<file path="src/include/sfl_pkg.sv">
// Constants, register layout and decode helpers of the serial FIFO level control
// Notes on behaviour
// - A receive clear strobe empties the receive FIFO, zeroes its level and resets its read side.
// - Receive event fires at level equal to threshold (mode 0) or at or above it (mode 1).
// - Receive threshold 00/01/10/11 is 4/1/2/3 bytes half duplex; 00 is 2 and 01 is 1 full duplex.
// - A transmit clear strobe empties the transmit FIFO, zeroes its level and resets its write side.
// - With transmit compare mode 1 the event fires at level at or below the threshold.
// - Transmit threshold 00/01/10/11 is empty/1/2/3 bytes half duplex; empty/1 byte full duplex.
// - Transmit configuration resets while the channel is stopped or idles without run-in-idle.
// - A receive overflow sets the sticky overrun flag in bit 7; a data buffer read clears it.
// - The receive level field reads 0 for empty and 1 to 4 for one to four bytes.
// - In nine-bit UART format the FIFOs stay out of use.
package sfl_pkg;
	// Register offsets
	localparam int         SFL_ADDR_W     = 8;
	localparam logic [7:0] SFL_OFF_RX_CFG = 8'h00;
	localparam logic [7:0] SFL_OFF_TX_CFG = 8'h04;
	localparam logic [7:0] SFL_OFF_RX_ST  = 8'h08;
	localparam logic [7:0] SFL_OFF_TX_ST  = 8'h0C;
	localparam logic [7:0] SFL_OFF_DATA   = 8'h10;
	localparam logic [7:0] SFL_OFF_ISTAT  = 8'h14;
	localparam logic [7:0] SFL_OFF_IMASK  = 8'h18;
	// Field positions
	localparam int SFL_BIT_CLR  = 7;
	localparam int SFL_BIT_CMP  = 6;
	localparam int SFL_BIT_FLAG = 7;
	localparam int SFL_LVL_W    = 3;
	// Levels and capacities
	localparam logic [2:0] SFL_LVL_EMPTY = 3'h0;
	localparam logic [2:0] SFL_CAP_HALF  = 3'h4;
	localparam logic [2:0] SFL_CAP_FULL  = 3'h2;
	localparam logic [2:0] SFL_CAP_OFF   = 3'h1;
	// Reset values
	localparam logic       SFL_TX_UND_RST = 1'b1;
	localparam logic [3:0] SFL_IRQ_RST    = 4'h0;
	// Interrupt bits
	localparam int SFL_IRQ_N      = 4;
	localparam int SFL_IRQ_RX_THR = 0;
	localparam int SFL_IRQ_TX_THR = 1;
	localparam int SFL_IRQ_RX_OVR = 2;
	localparam int SFL_IRQ_TX_UND = 3;
	// Decoded register
	typedef enum {
		SFL_R_RX_CFG, SFL_R_TX_CFG, SFL_R_RX_ST, SFL_R_TX_ST,
		SFL_R_DATA, SFL_R_ISTAT, SFL_R_IMASK, SFL_R_NONE
	} sfl_reg_e;
	// Receive threshold in bytes
	function automatic logic [2:0] sfl_rx_thr(input logic [1:0] s, input logic fd);
		if (fd) return s[0] ? 3'h1 : 3'h2;
		return (s == 2'h0) ? 3'h4 : {1'b0, s};
	endfunction
	// Transmit threshold in bytes
	function automatic logic [2:0] sfl_tx_thr(input logic [1:0] s, input logic fd);
		if (fd) return {2'h0, s[0]};
		return {1'b0, s};
	endfunction
endpackage

</file>
<file path="src/design/sfl_fifo.sv">
// Byte FIFO with clear, capacity limit and fill level
`timescale 1ns/1ps
`default_nettype none
module sfl_fifo #(
	parameter int WIDTH = 8,
	parameter int DEPTH = 4
) (
	// Clock and reset
	input  wire logic                          core_clk,
	input  wire logic                          rst_b,
	// Control
	input  wire logic                          clr,
	input  wire logic [sfl_pkg::SFL_LVL_W-1:0] cap,
	// Fill side
	input  wire logic                          push,
	input  wire logic [WIDTH-1:0]              push_data,
	// Drain side
	input  wire logic                          pop,
	output logic      [WIDTH-1:0]              head,
	// Occupancy
	output logic      [sfl_pkg::SFL_LVL_W-1:0] level,
	output logic                               full,
	output logic                               empty
);
	import sfl_pkg::*;
	localparam int PW = $clog2(DEPTH);
	localparam logic [SFL_LVL_W-1:0] DEPTH_L = SFL_LVL_W'(DEPTH);
	typedef struct packed {
		logic [DEPTH-1:0][WIDTH-1:0] mem;
		logic [PW-1:0]               wptr;
		logic [PW-1:0]               rptr;
		logic [SFL_LVL_W-1:0]        lvl;
	} sfl_fifo_s;
	sfl_fifo_s st_ff;
	sfl_fifo_s nxt_st;
	logic      do_push;
	logic      do_pop;
	// Level field only reaches four
	if (DEPTH != 2 && DEPTH != 4) begin : g_bad_depth
		$error("sfl_fifo: DEPTH must be 2 or 4");
	end
	// Occupancy and head
	assign empty   = (st_ff.lvl == SFL_LVL_EMPTY);
	assign full    = (st_ff.lvl >= cap) || (st_ff.lvl == DEPTH_L);
	assign level   = st_ff.lvl;
	assign head    = st_ff.mem[st_ff.rptr];
	assign do_push = push && !full;
	assign do_pop  = pop && !empty;
	// Next state, clear beats traffic
	always_comb begin
		nxt_st = st_ff;
		if (clr) begin
			nxt_st.wptr = '0;
			nxt_st.rptr = '0;
			nxt_st.lvl  = SFL_LVL_EMPTY;
		end else begin
			if (do_push) begin
				nxt_st.mem[st_ff.wptr] = push_data;
				nxt_st.wptr = st_ff.wptr + 1'b1;
			end
			if (do_pop) begin
				nxt_st.rptr = st_ff.rptr + 1'b1;
			end
			if (do_push && !do_pop) begin
				nxt_st.lvl = st_ff.lvl + 3'h1;
			end else if (do_pop && !do_push) begin
				nxt_st.lvl = st_ff.lvl - 3'h1;
			end
		end
	end
	// State register
	always_ff @(posedge core_clk or negedge rst_b) begin
		if (!rst_b) begin
			st_ff <= '0;
		end else begin
			st_ff <= nxt_st;
		end
	end
endmodule // sfl_fifo
`default_nettype wire

</file>
<file path="src/design/sfl_irq.sv">
// Sticky interrupt status, mask and level interrupt output
`timescale 1ns/1ps
`default_nettype none
module sfl_irq #(
	parameter int N = 4
) (
	// Clock and reset
	input  wire logic         core_clk,
	input  wire logic         rst_b,
	// Hardware events
	input  wire logic [N-1:0] set,
	// Software access
	input  wire logic         wr_stat,
	input  wire logic         wr_mask,
	input  wire logic [N-1:0] wdata,
	// State
	output logic      [N-1:0] stat,
	output logic      [N-1:0] mask,
	output logic              irq
);
	import sfl_pkg::*;
	typedef struct packed {
		logic [N-1:0] stat;
		logic [N-1:0] mask;
		logic         irq;
	} sfl_irq_s;
	sfl_irq_s st_ff;
	sfl_irq_s nxt_st;
	if (N < 1 || N > 32) begin : g_bad_n
		$error("sfl_irq: N must be 1 to 32");
	end
	// Write one to clear, a new event wins
	always_comb begin
		nxt_st      = st_ff;
		nxt_st.stat = set | (st_ff.stat & ~(wr_stat ? wdata : '0));
		if (wr_mask) begin
			nxt_st.mask = wdata;
		end
		nxt_st.irq = |(nxt_st.stat & nxt_st.mask);
	end
	// State register
	always_ff @(posedge core_clk or negedge rst_b) begin
		if (!rst_b) begin
			st_ff <= '0;
		end else begin
			st_ff <= nxt_st;
		end
	end
	assign stat = st_ff.stat;
	assign mask = st_ff.mask;
	assign irq  = st_ff.irq;
endmodule // sfl_irq
`default_nettype wire

</file>
<file path="src/design/sfl_top.sv">
// Receive and transmit FIFO level, threshold and clear control
`timescale 1ns/1ps
`default_nettype none
module sfl_top #(
	parameter int DEPTH = 4
) (
	// Clock and reset
	input  wire logic                           core_clk,
	input  wire logic                           rst_b,
	// Register port
	input  wire logic [sfl_pkg::SFL_ADDR_W-1:0] reg_addr,
	input  wire logic [31:0]                    reg_wdata,
	input  wire logic                           reg_wr,
	input  wire logic                           reg_rd,
	output logic      [31:0]                    reg_rdata_ff,
	// Channel mode
	input  wire logic                           fifo_enable,
	input  wire logic                           full_duplex,
	input  wire logic                           nine_bit_mode,
	input  wire logic                           channel_run,
	input  wire logic                           idle_mode,
	input  wire logic                           run_in_idle,
	// Receive shift register side
	input  wire logic                           rx_push,
	input  wire logic [7:0]                     rx_push_data,
	// Transmit shift register side
	input  wire logic                           tx_pop,
	output logic      [7:0]                     tx_data_ff,
	output logic                                tx_ready_ff,
	// Interrupt
	output logic                                irq_ff
);
	import sfl_pkg::*;

	typedef struct packed {
		logic        rx_cmp;
		logic [1:0]  rx_thr;
		logic        tx_cmp;
		logic [1:0]  tx_thr;
		logic        rx_ovr;
		logic        tx_und;
		logic        rx_hit;
		logic        tx_hit;
		logic [31:0] rdata;
		logic [7:0]  tx_data;
		logic        tx_rdy;
	} sfl_top_s;

	localparam sfl_top_s TOP_RST = '{tx_und: SFL_TX_UND_RST, default: '0};

	sfl_top_s                 st_ff;
	sfl_top_s                 nxt_st;
	sfl_reg_e                 sel;
	logic                     wr_rx_cfg;
	logic                     wr_tx_cfg;
	logic                     wr_data;
	logic                     rd_data;
	logic                     rx_clr;
	logic                     tx_clr;
	logic                     fe;
	logic                     tx_stop;
	logic [SFL_LVL_W-1:0]     rx_cap;
	logic [SFL_LVL_W-1:0]     tx_cap;
	logic [SFL_LVL_W-1:0]     rx_lvl;
	logic [SFL_LVL_W-1:0]     tx_lvl;
	logic [SFL_LVL_W-1:0]     rx_thr_b;
	logic [SFL_LVL_W-1:0]     tx_thr_b;
	logic                     rx_full;
	logic                     rx_empty;
	logic                     tx_full;
	logic                     tx_empty;
	logic [7:0]               rx_head;
	logic [7:0]               tx_head;
	logic                     rx_hit;
	logic                     tx_hit;
	logic                     ovr_set;
	logic                     und_set;
	logic [SFL_IRQ_N-1:0]     irq_set;
	logic [SFL_IRQ_N-1:0]     irq_stat;
	logic [SFL_IRQ_N-1:0]     irq_mask;

	if (DEPTH != 4) begin : g_bad_depth
		$error("sfl_top: DEPTH must be 4 to match the level field");
	end

	// Address decode
	function automatic sfl_reg_e dec(input logic [SFL_ADDR_W-1:0] a);
		sfl_reg_e r;
		r = SFL_R_NONE;
		if (a == SFL_OFF_RX_CFG) begin
			r = SFL_R_RX_CFG;
		end else if (a == SFL_OFF_TX_CFG) begin
			r = SFL_R_TX_CFG;
		end else if (a == SFL_OFF_RX_ST) begin
			r = SFL_R_RX_ST;
		end else if (a == SFL_OFF_TX_ST) begin
			r = SFL_R_TX_ST;
		end else if (a == SFL_OFF_DATA) begin
			r = SFL_R_DATA;
		end else if (a == SFL_OFF_ISTAT) begin
			r = SFL_R_ISTAT;
		end else if (a == SFL_OFF_IMASK) begin
			r = SFL_R_IMASK;
		end
		return r;
	endfunction

	// Threshold compare, equal or ordered
	function automatic logic hit(input logic [2:0] l, input logic [2:0] t,
		input logic m, input logic le);
		if (!m) return l == t;
		return le ? (l <= t) : (l >= t);
	endfunction

	// Strobes from the register port
	always_comb begin
		sel       = dec(reg_addr);
		wr_rx_cfg = reg_wr && (sel == SFL_R_RX_CFG);
		wr_tx_cfg = reg_wr && (sel == SFL_R_TX_CFG);
		wr_data   = reg_wr && (sel == SFL_R_DATA);
		rd_data   = reg_rd && (sel == SFL_R_DATA);
		rx_clr    = wr_rx_cfg && reg_wdata[SFL_BIT_CLR];
		tx_clr    = wr_tx_cfg && reg_wdata[SFL_BIT_CLR];
	end

	// Sizing; a mode change is followed by a clear from software
	always_comb begin
		fe      = fifo_enable && !nine_bit_mode;
		tx_stop = !channel_run || (idle_mode && !run_in_idle);
		if (!fe) begin
			rx_cap = SFL_CAP_OFF;
			tx_cap = SFL_CAP_OFF;
		end else if (full_duplex) begin
			rx_cap = SFL_CAP_FULL;
			tx_cap = SFL_CAP_FULL;
		end else begin
			rx_cap = SFL_CAP_HALF;
			tx_cap = SFL_CAP_HALF;
		end
	end

	// Threshold conditions
	always_comb begin
		rx_thr_b = sfl_rx_thr(st_ff.rx_thr, full_duplex);
		tx_thr_b = sfl_tx_thr(st_ff.tx_thr, full_duplex);
		rx_hit   = fe && hit(rx_lvl, rx_thr_b, st_ff.rx_cmp, 1'b0);
		tx_hit   = fe && hit(tx_lvl, tx_thr_b, st_ff.tx_cmp, 1'b1);
		ovr_set  = rx_push && rx_full;
		und_set  = tx_pop && tx_empty;
		irq_set  = '0;
		irq_set[SFL_IRQ_RX_THR] = rx_hit && !st_ff.rx_hit;
		irq_set[SFL_IRQ_TX_THR] = tx_hit && !st_ff.tx_hit;
		irq_set[SFL_IRQ_RX_OVR] = ovr_set;
		irq_set[SFL_IRQ_TX_UND] = und_set;
	end

	// Receive FIFO
	sfl_fifo #(
		.WIDTH (8),
		.DEPTH (DEPTH)
	) u_rx_fifo (
		.core_clk  (core_clk),
		.rst_b     (rst_b),
		.clr       (rx_clr),
		.cap       (rx_cap),
		.push      (rx_push),
		.push_data (rx_push_data),
		.pop       (rd_data),
		.head      (rx_head),
		.level     (rx_lvl),
		.full      (rx_full),
		.empty     (rx_empty)
	);

	// Transmit FIFO
	sfl_fifo #(
		.WIDTH (8),
		.DEPTH (DEPTH)
	) u_tx_fifo (
		.core_clk  (core_clk),
		.rst_b     (rst_b),
		.clr       (tx_clr),
		.cap       (tx_cap),
		.push      (wr_data),
		.push_data (reg_wdata[7:0]),
		.pop       (tx_pop),
		.head      (tx_head),
		.level     (tx_lvl),
		.full      (tx_full),
		.empty     (tx_empty)
	);

	// Interrupt status and mask
	sfl_irq #(
		.N (SFL_IRQ_N)
	) u_irq (
		.core_clk (core_clk),
		.rst_b    (rst_b),
		.set      (irq_set),
		.wr_stat  (reg_wr && (sel == SFL_R_ISTAT)),
		.wr_mask  (reg_wr && (sel == SFL_R_IMASK)),
		.wdata    (reg_wdata[SFL_IRQ_N-1:0]),
		.stat     (irq_stat),
		.mask     (irq_mask),
		.irq      (irq_ff)
	);

	// Configuration, flags, read data and transmit output
	always_comb begin
		nxt_st        = st_ff;
		nxt_st.rx_hit = rx_hit;
		nxt_st.tx_hit = tx_hit;
		if (wr_rx_cfg) begin
			nxt_st.rx_cmp = reg_wdata[SFL_BIT_CMP];
			nxt_st.rx_thr = reg_wdata[1:0];
		end
		if (tx_stop) begin
			nxt_st.tx_cmp = 1'b0;
			nxt_st.tx_thr = 2'h0;
		end else if (wr_tx_cfg) begin
			nxt_st.tx_cmp = reg_wdata[SFL_BIT_CMP];
			nxt_st.tx_thr = reg_wdata[1:0];
		end
		// Overrun set wins over the read that clears it
		nxt_st.rx_ovr = ovr_set || (st_ff.rx_ovr && !rd_data);
		nxt_st.tx_und = und_set || (st_ff.tx_und && !wr_data);
		// Refresh after a pop waits one cycle
		nxt_st.tx_data = tx_head;
		nxt_st.tx_rdy  = !tx_empty && !tx_pop;
		nxt_st.rdata   = 32'h0;
		if (reg_rd) begin
			if (sel == SFL_R_RX_CFG) begin
				nxt_st.rdata[SFL_BIT_CMP] = st_ff.rx_cmp;
				nxt_st.rdata[1:0]         = st_ff.rx_thr;
			end else if (sel == SFL_R_TX_CFG) begin
				nxt_st.rdata[SFL_BIT_CMP] = st_ff.tx_cmp;
				nxt_st.rdata[1:0]         = st_ff.tx_thr;
			end else if (sel == SFL_R_RX_ST) begin
				nxt_st.rdata[SFL_BIT_FLAG] = st_ff.rx_ovr;
				nxt_st.rdata[2:0]          = rx_lvl;
			end else if (sel == SFL_R_TX_ST) begin
				nxt_st.rdata[SFL_BIT_FLAG] = st_ff.tx_und;
				nxt_st.rdata[2:0]          = tx_lvl;
			end else if (sel == SFL_R_DATA) begin
				nxt_st.rdata[7:0] = rx_empty ? 8'h00 : rx_head;
			end else if (sel == SFL_R_ISTAT) begin
				nxt_st.rdata[SFL_IRQ_N-1:0] = irq_stat;
			end else if (sel == SFL_R_IMASK) begin
				nxt_st.rdata[SFL_IRQ_N-1:0] = irq_mask;
			end
		end
	end

	// State register
	always_ff @(posedge core_clk or negedge rst_b) begin
		if (!rst_b) begin
			st_ff <= TOP_RST;
		end else begin
			st_ff <= nxt_st;
		end
	end

	assign reg_rdata_ff = st_ff.rdata;
	assign tx_data_ff   = st_ff.tx_data;
	assign tx_ready_ff  = st_ff.tx_rdy;
endmodule // sfl_top
`default_nettype wire

</file>
<file path="config.mk">
export PLATFORM = sky130hd
export DESIGN_NAME = sfl_top
export DESIGN_NICKNAME = d
export VERILOG_FILES = /design/src/include/sfl_pkg.sv /design/src/design/sfl_fifo.sv /design/src/design/sfl_irq.sv /design/src/design/sfl_top.sv
export SDC_FILE = /design/constraint.sdc
export NUM_CORES = 1
export LEC_CHECK = 0
export ABC_AREA = 1
export BUFFER_PORTS_ARGS = -buffer_cell sky130_fd_sc_hd__buf_2
export CAP_MARGIN = 15
export CORE_MARGIN = 2
export CORE_UTILIZATION = 25
export DETAILED_ROUTE_END_ITERATION = 16
export HOLD_SLACK_MARGIN = 0.03
export SYNTH_ARGS = -nofsm -noshare
export SYNTH_HDL_FRONTEND = slang
export SYNTH_SLANG_ARGS = --single-unit
</file>
<file path="constraint.sdc">
create_clock -name core_clk -period 6.5 [get_ports core_clk]
set_input_delay 1.3 -clock core_clk [delete_from_list [all_inputs] [get_ports core_clk]]
set_output_delay 1.3 -clock core_clk [all_outputs]
set_load 0.05 [all_outputs]
</file>
==> impl_metrics.toml <==
[timing]
rsz0062_at_grt = "false"
layout_min_cycle_time_ns = 3.42
skew_ns = 0.00963
fin_crit_sh = 0.526
hold_viol_final = 0
worst_pin_slew_ns = 0.833
slew_viol_final = 0
fin_hold_ws_ns = 0.477
max_freq_mhz = 293
totalNegativeSetupSlack_ns = 0
setup_viol = 0
maxSlewHeadroom = 0.445

[grt]
antenna_found_initial = 0
grt_pass1_vias = 4646
met1_usage = 0.141
gr-total-overflow = 0
use_met2 = 0.198
grt_busiest_layer = "met2"
grt_max_degree = 66
grt_pass1_wl_mm = 23.7
gr-usage-all-layers = 0.115
use_met3 = 0.0267

[placed_design]
io_buffers = 53
dpl.hpwl_mm = 10.2
place_congestion = 0.783
dpl.cell_count = 1083

[hold_path]
hold_class = "reg -> reg"

[yosys]
netlist_area_mm2 = 0.00621
yosysWarnings = 0
syn_area_per_cell_um2 = 8.41
yosysSeqAreaShare = 0.460
synth_cell_types = 37
ys_ff_latch = 114
netlist_instances = 738

[job]
cap_viol_max_count = 0

[floorplan]
num_io_pins = 102
die_y_um = 162
fp.dieW_um = 162
start_util = 0.255
core-area_mm2 = 0.0243
die-area_mm2 = 0.0261
num_rows = 57

[run_status]
status = "finished, final reports clean"

[clocking]
cts_resized = 0
cts_made_buffers = 17
clock-sinks = 114
ctsRootBufferMaster = "clkbuf_16"
clkTransAtPathRegs_ns = 0.06
postCtsSetupRepairBufs = 0
insertion_delay_ns = 0.42
clock_path_buffers = 2
cts_tree = "yes"
postCtsHoldBufs = 0
htree_levels = 4

[detailed_routing]
detail-route-antenna-nets = 0
drt_iter0_drc = 315
drc = 0
drt-vias-per-instance = 4.24
wl_per_cell_um = 12.9
vias = 4722
wl_mm = 14.4
firstDrtPassIters = 6

[final_layout]
layout-drive-gt1-share = 0.167
diodes = 0
final_cell_mix = "191 x nand2_1, 113 x dfrtp_1, 71 x inv_1, 60 x o21ai_0, 52 x buf_2"
final_util = 0.293
final_common_cell = "nand2_1"
num-fill-cells = 2554
final_nets = 859
syn_to_final_growth_pct = 14.8
finalNonFillerCells = 1113

[setup_path]
critPathBufInv = 5
arrival_ns = 3.72
crit_path_start_kind = "primary input"
slowest_stage = "or2_2"
path_common_cell = "nand2_1"
cp_max_fo = 5
required_ns = 6.80
path_cells = "buf_2 > or2_2 > inv_1 > nand2_1 > ha_1 > nand2_1 > nand2_1 > nor2_1 > nand3_1 > nor2_1 > nand2_1 > inv_1 > fa_1 > xor2_1 > inv_1 > nand3_1 > nand2_1 > inv_1 > a21oi_1"
path_class = "in -> reg"
critPathCaptureType = "flip-flop"
slowest_delay_ns = 0.35
cp_top_family = "simple AND/OR/NAND/NOR gates"

[power]
p_per_area_mw_per_mm2 = 388
fin_total_pwr_mw = 2.76
vdd_drop_max_v = 0.000142
p_leak_nw = 3.57
## through the flow
step | area, um2 | setup slack (ns)
5_1_grt | 7120 | 2.78
3_3_place_gp | 6550 | 2.70
3_5_place_dp | 6550 | 2.65
2_1_floorplan | 6290 | 3.06
6_report | 7120 | 3.08
4_1_cts | 7120 | 3.08
## kinds of logic (layout without fill, tap and decap cells)
kind of cell,Yosys count,count (layout),share of synthesized area
AND/OR/NAND/NOR,311,311,0.234
AO/OA/AOI/OAI,156,156,0.140
buffers and inverters,132,160,0.116
flip-flops,114,114,0.460
adder cells (fa/ha/maj),21,21,0.0448
XOR/XNOR,3,3,0.00423
other,1,24,0.000604
## cell usage after synthesis, drive strengths merged
| cell type | n | share of area |
|---|---|---|
| inv | 74 | 0.046 |
| xnor2 | 1 | 0.0014 |
| ha | 19 | 0.038 |
| conb | 1 | 0.00060 |
| a211oi | 2 | 0.0024 |
| nand3 | 38 | 0.033 |
| buf | 51 | 0.066 |
| o21ai | 123 | 0.11 |
| o211ai | 1 | 0.0012 |
| nor2 | 57 | 0.054 |
| or2 | 2 | 0.0020 |
| nand3b | 6 | 0.0073 |
| xor2 | 2 | 0.0028 |
| nand4 | 8 | 0.0091 |
| nand2 | 198 | 0.13 |
| clkinv | 2 | 0.0012 |
| a21oi | 20 | 0.016 |
| dfstp | 1 | 0.0042 |
| o22ai | 9 | 0.0091 |
| dfrtp | 113 | 0.46 |
| nor3 | 2 | 0.0016 |
| o21a | 1 | 0.0012 |
| clkbuf | 5 | 0.0030 |
| fa | 2 | 0.0065 |
## area by class of cell
cell class	count	area (um2)	share of cell area
Sequential cell	114	2850	0.401
Multi-Input combinational cell	515	2720	0.382
Timing Repair Buffer	54	275	0.0386
Inverter	76	293	0.0411
Clock buffer	21	470	0.0660
Clock inverter	9	108	0.0151
Tap cell	324	405	0.0569
## per-layer routing
layer  wire, um  share of wire  vias to the layer above
li1           -              -                     2415
met1       6460           0.45                     2211
met2       7220           0.50                       82
met3        510          0.035                       14
met4        193          0.013                        0
met5          0              0                        -
## where the power goes
group	switching [mW]	internal, mW
combinational	0.592	0.269
clock	0.323	0.587
sequential	0.120	0.871
total	1.03	1.73
## path summary, 6_finish.rpt
path	slack, ns	depth (start not counted)	to	startpoint
worst max-delay path	3.08	19	u_rx_fifo.level[2]	nine_bit_mode
worst min-delay path	0.48	2	u_rx_fifo.st_ff[23]	u_rx_fifo.st_ff[23]
worst max register to register	4.15	15	u_rx_fifo.level[2]	u_rx_fifo.level[2]
worst min register to register	0.48	2	u_rx_fifo.st_ff[23]	u_rx_fifo.st_ff[23]
max in group asynchronous	4.33	2	u_rx_fifo.st_ff[16]	rst_b
min in group asynchronous	0.90	1	u_tx_fifo.st_ff[35]	rst_b
## worst min-delay path, cell delays in order, from the launching register on
cell and delay (ns):
dfrtp_1 0.33, o21ai_1 0.06, nand2_1 0.05
## sequential cells by signal (all words and copies together) (netlist names), 3 cells and up
| signal | count |
|---|---|
| st_ff | 10 |
| tx_data_ff | 8 |
| u_rx_fifo.level | 3 |
| u_tx_fifo.st_ff | 36 |
| u_irq.stat | 4 |
| u_rx_fifo.st_ff | 36 |
| u_tx_fifo.level | 3 |
| u_irq.mask | 4 |
| reg_rdata_ff | 8 |
(Power assumes the default switching activity.)
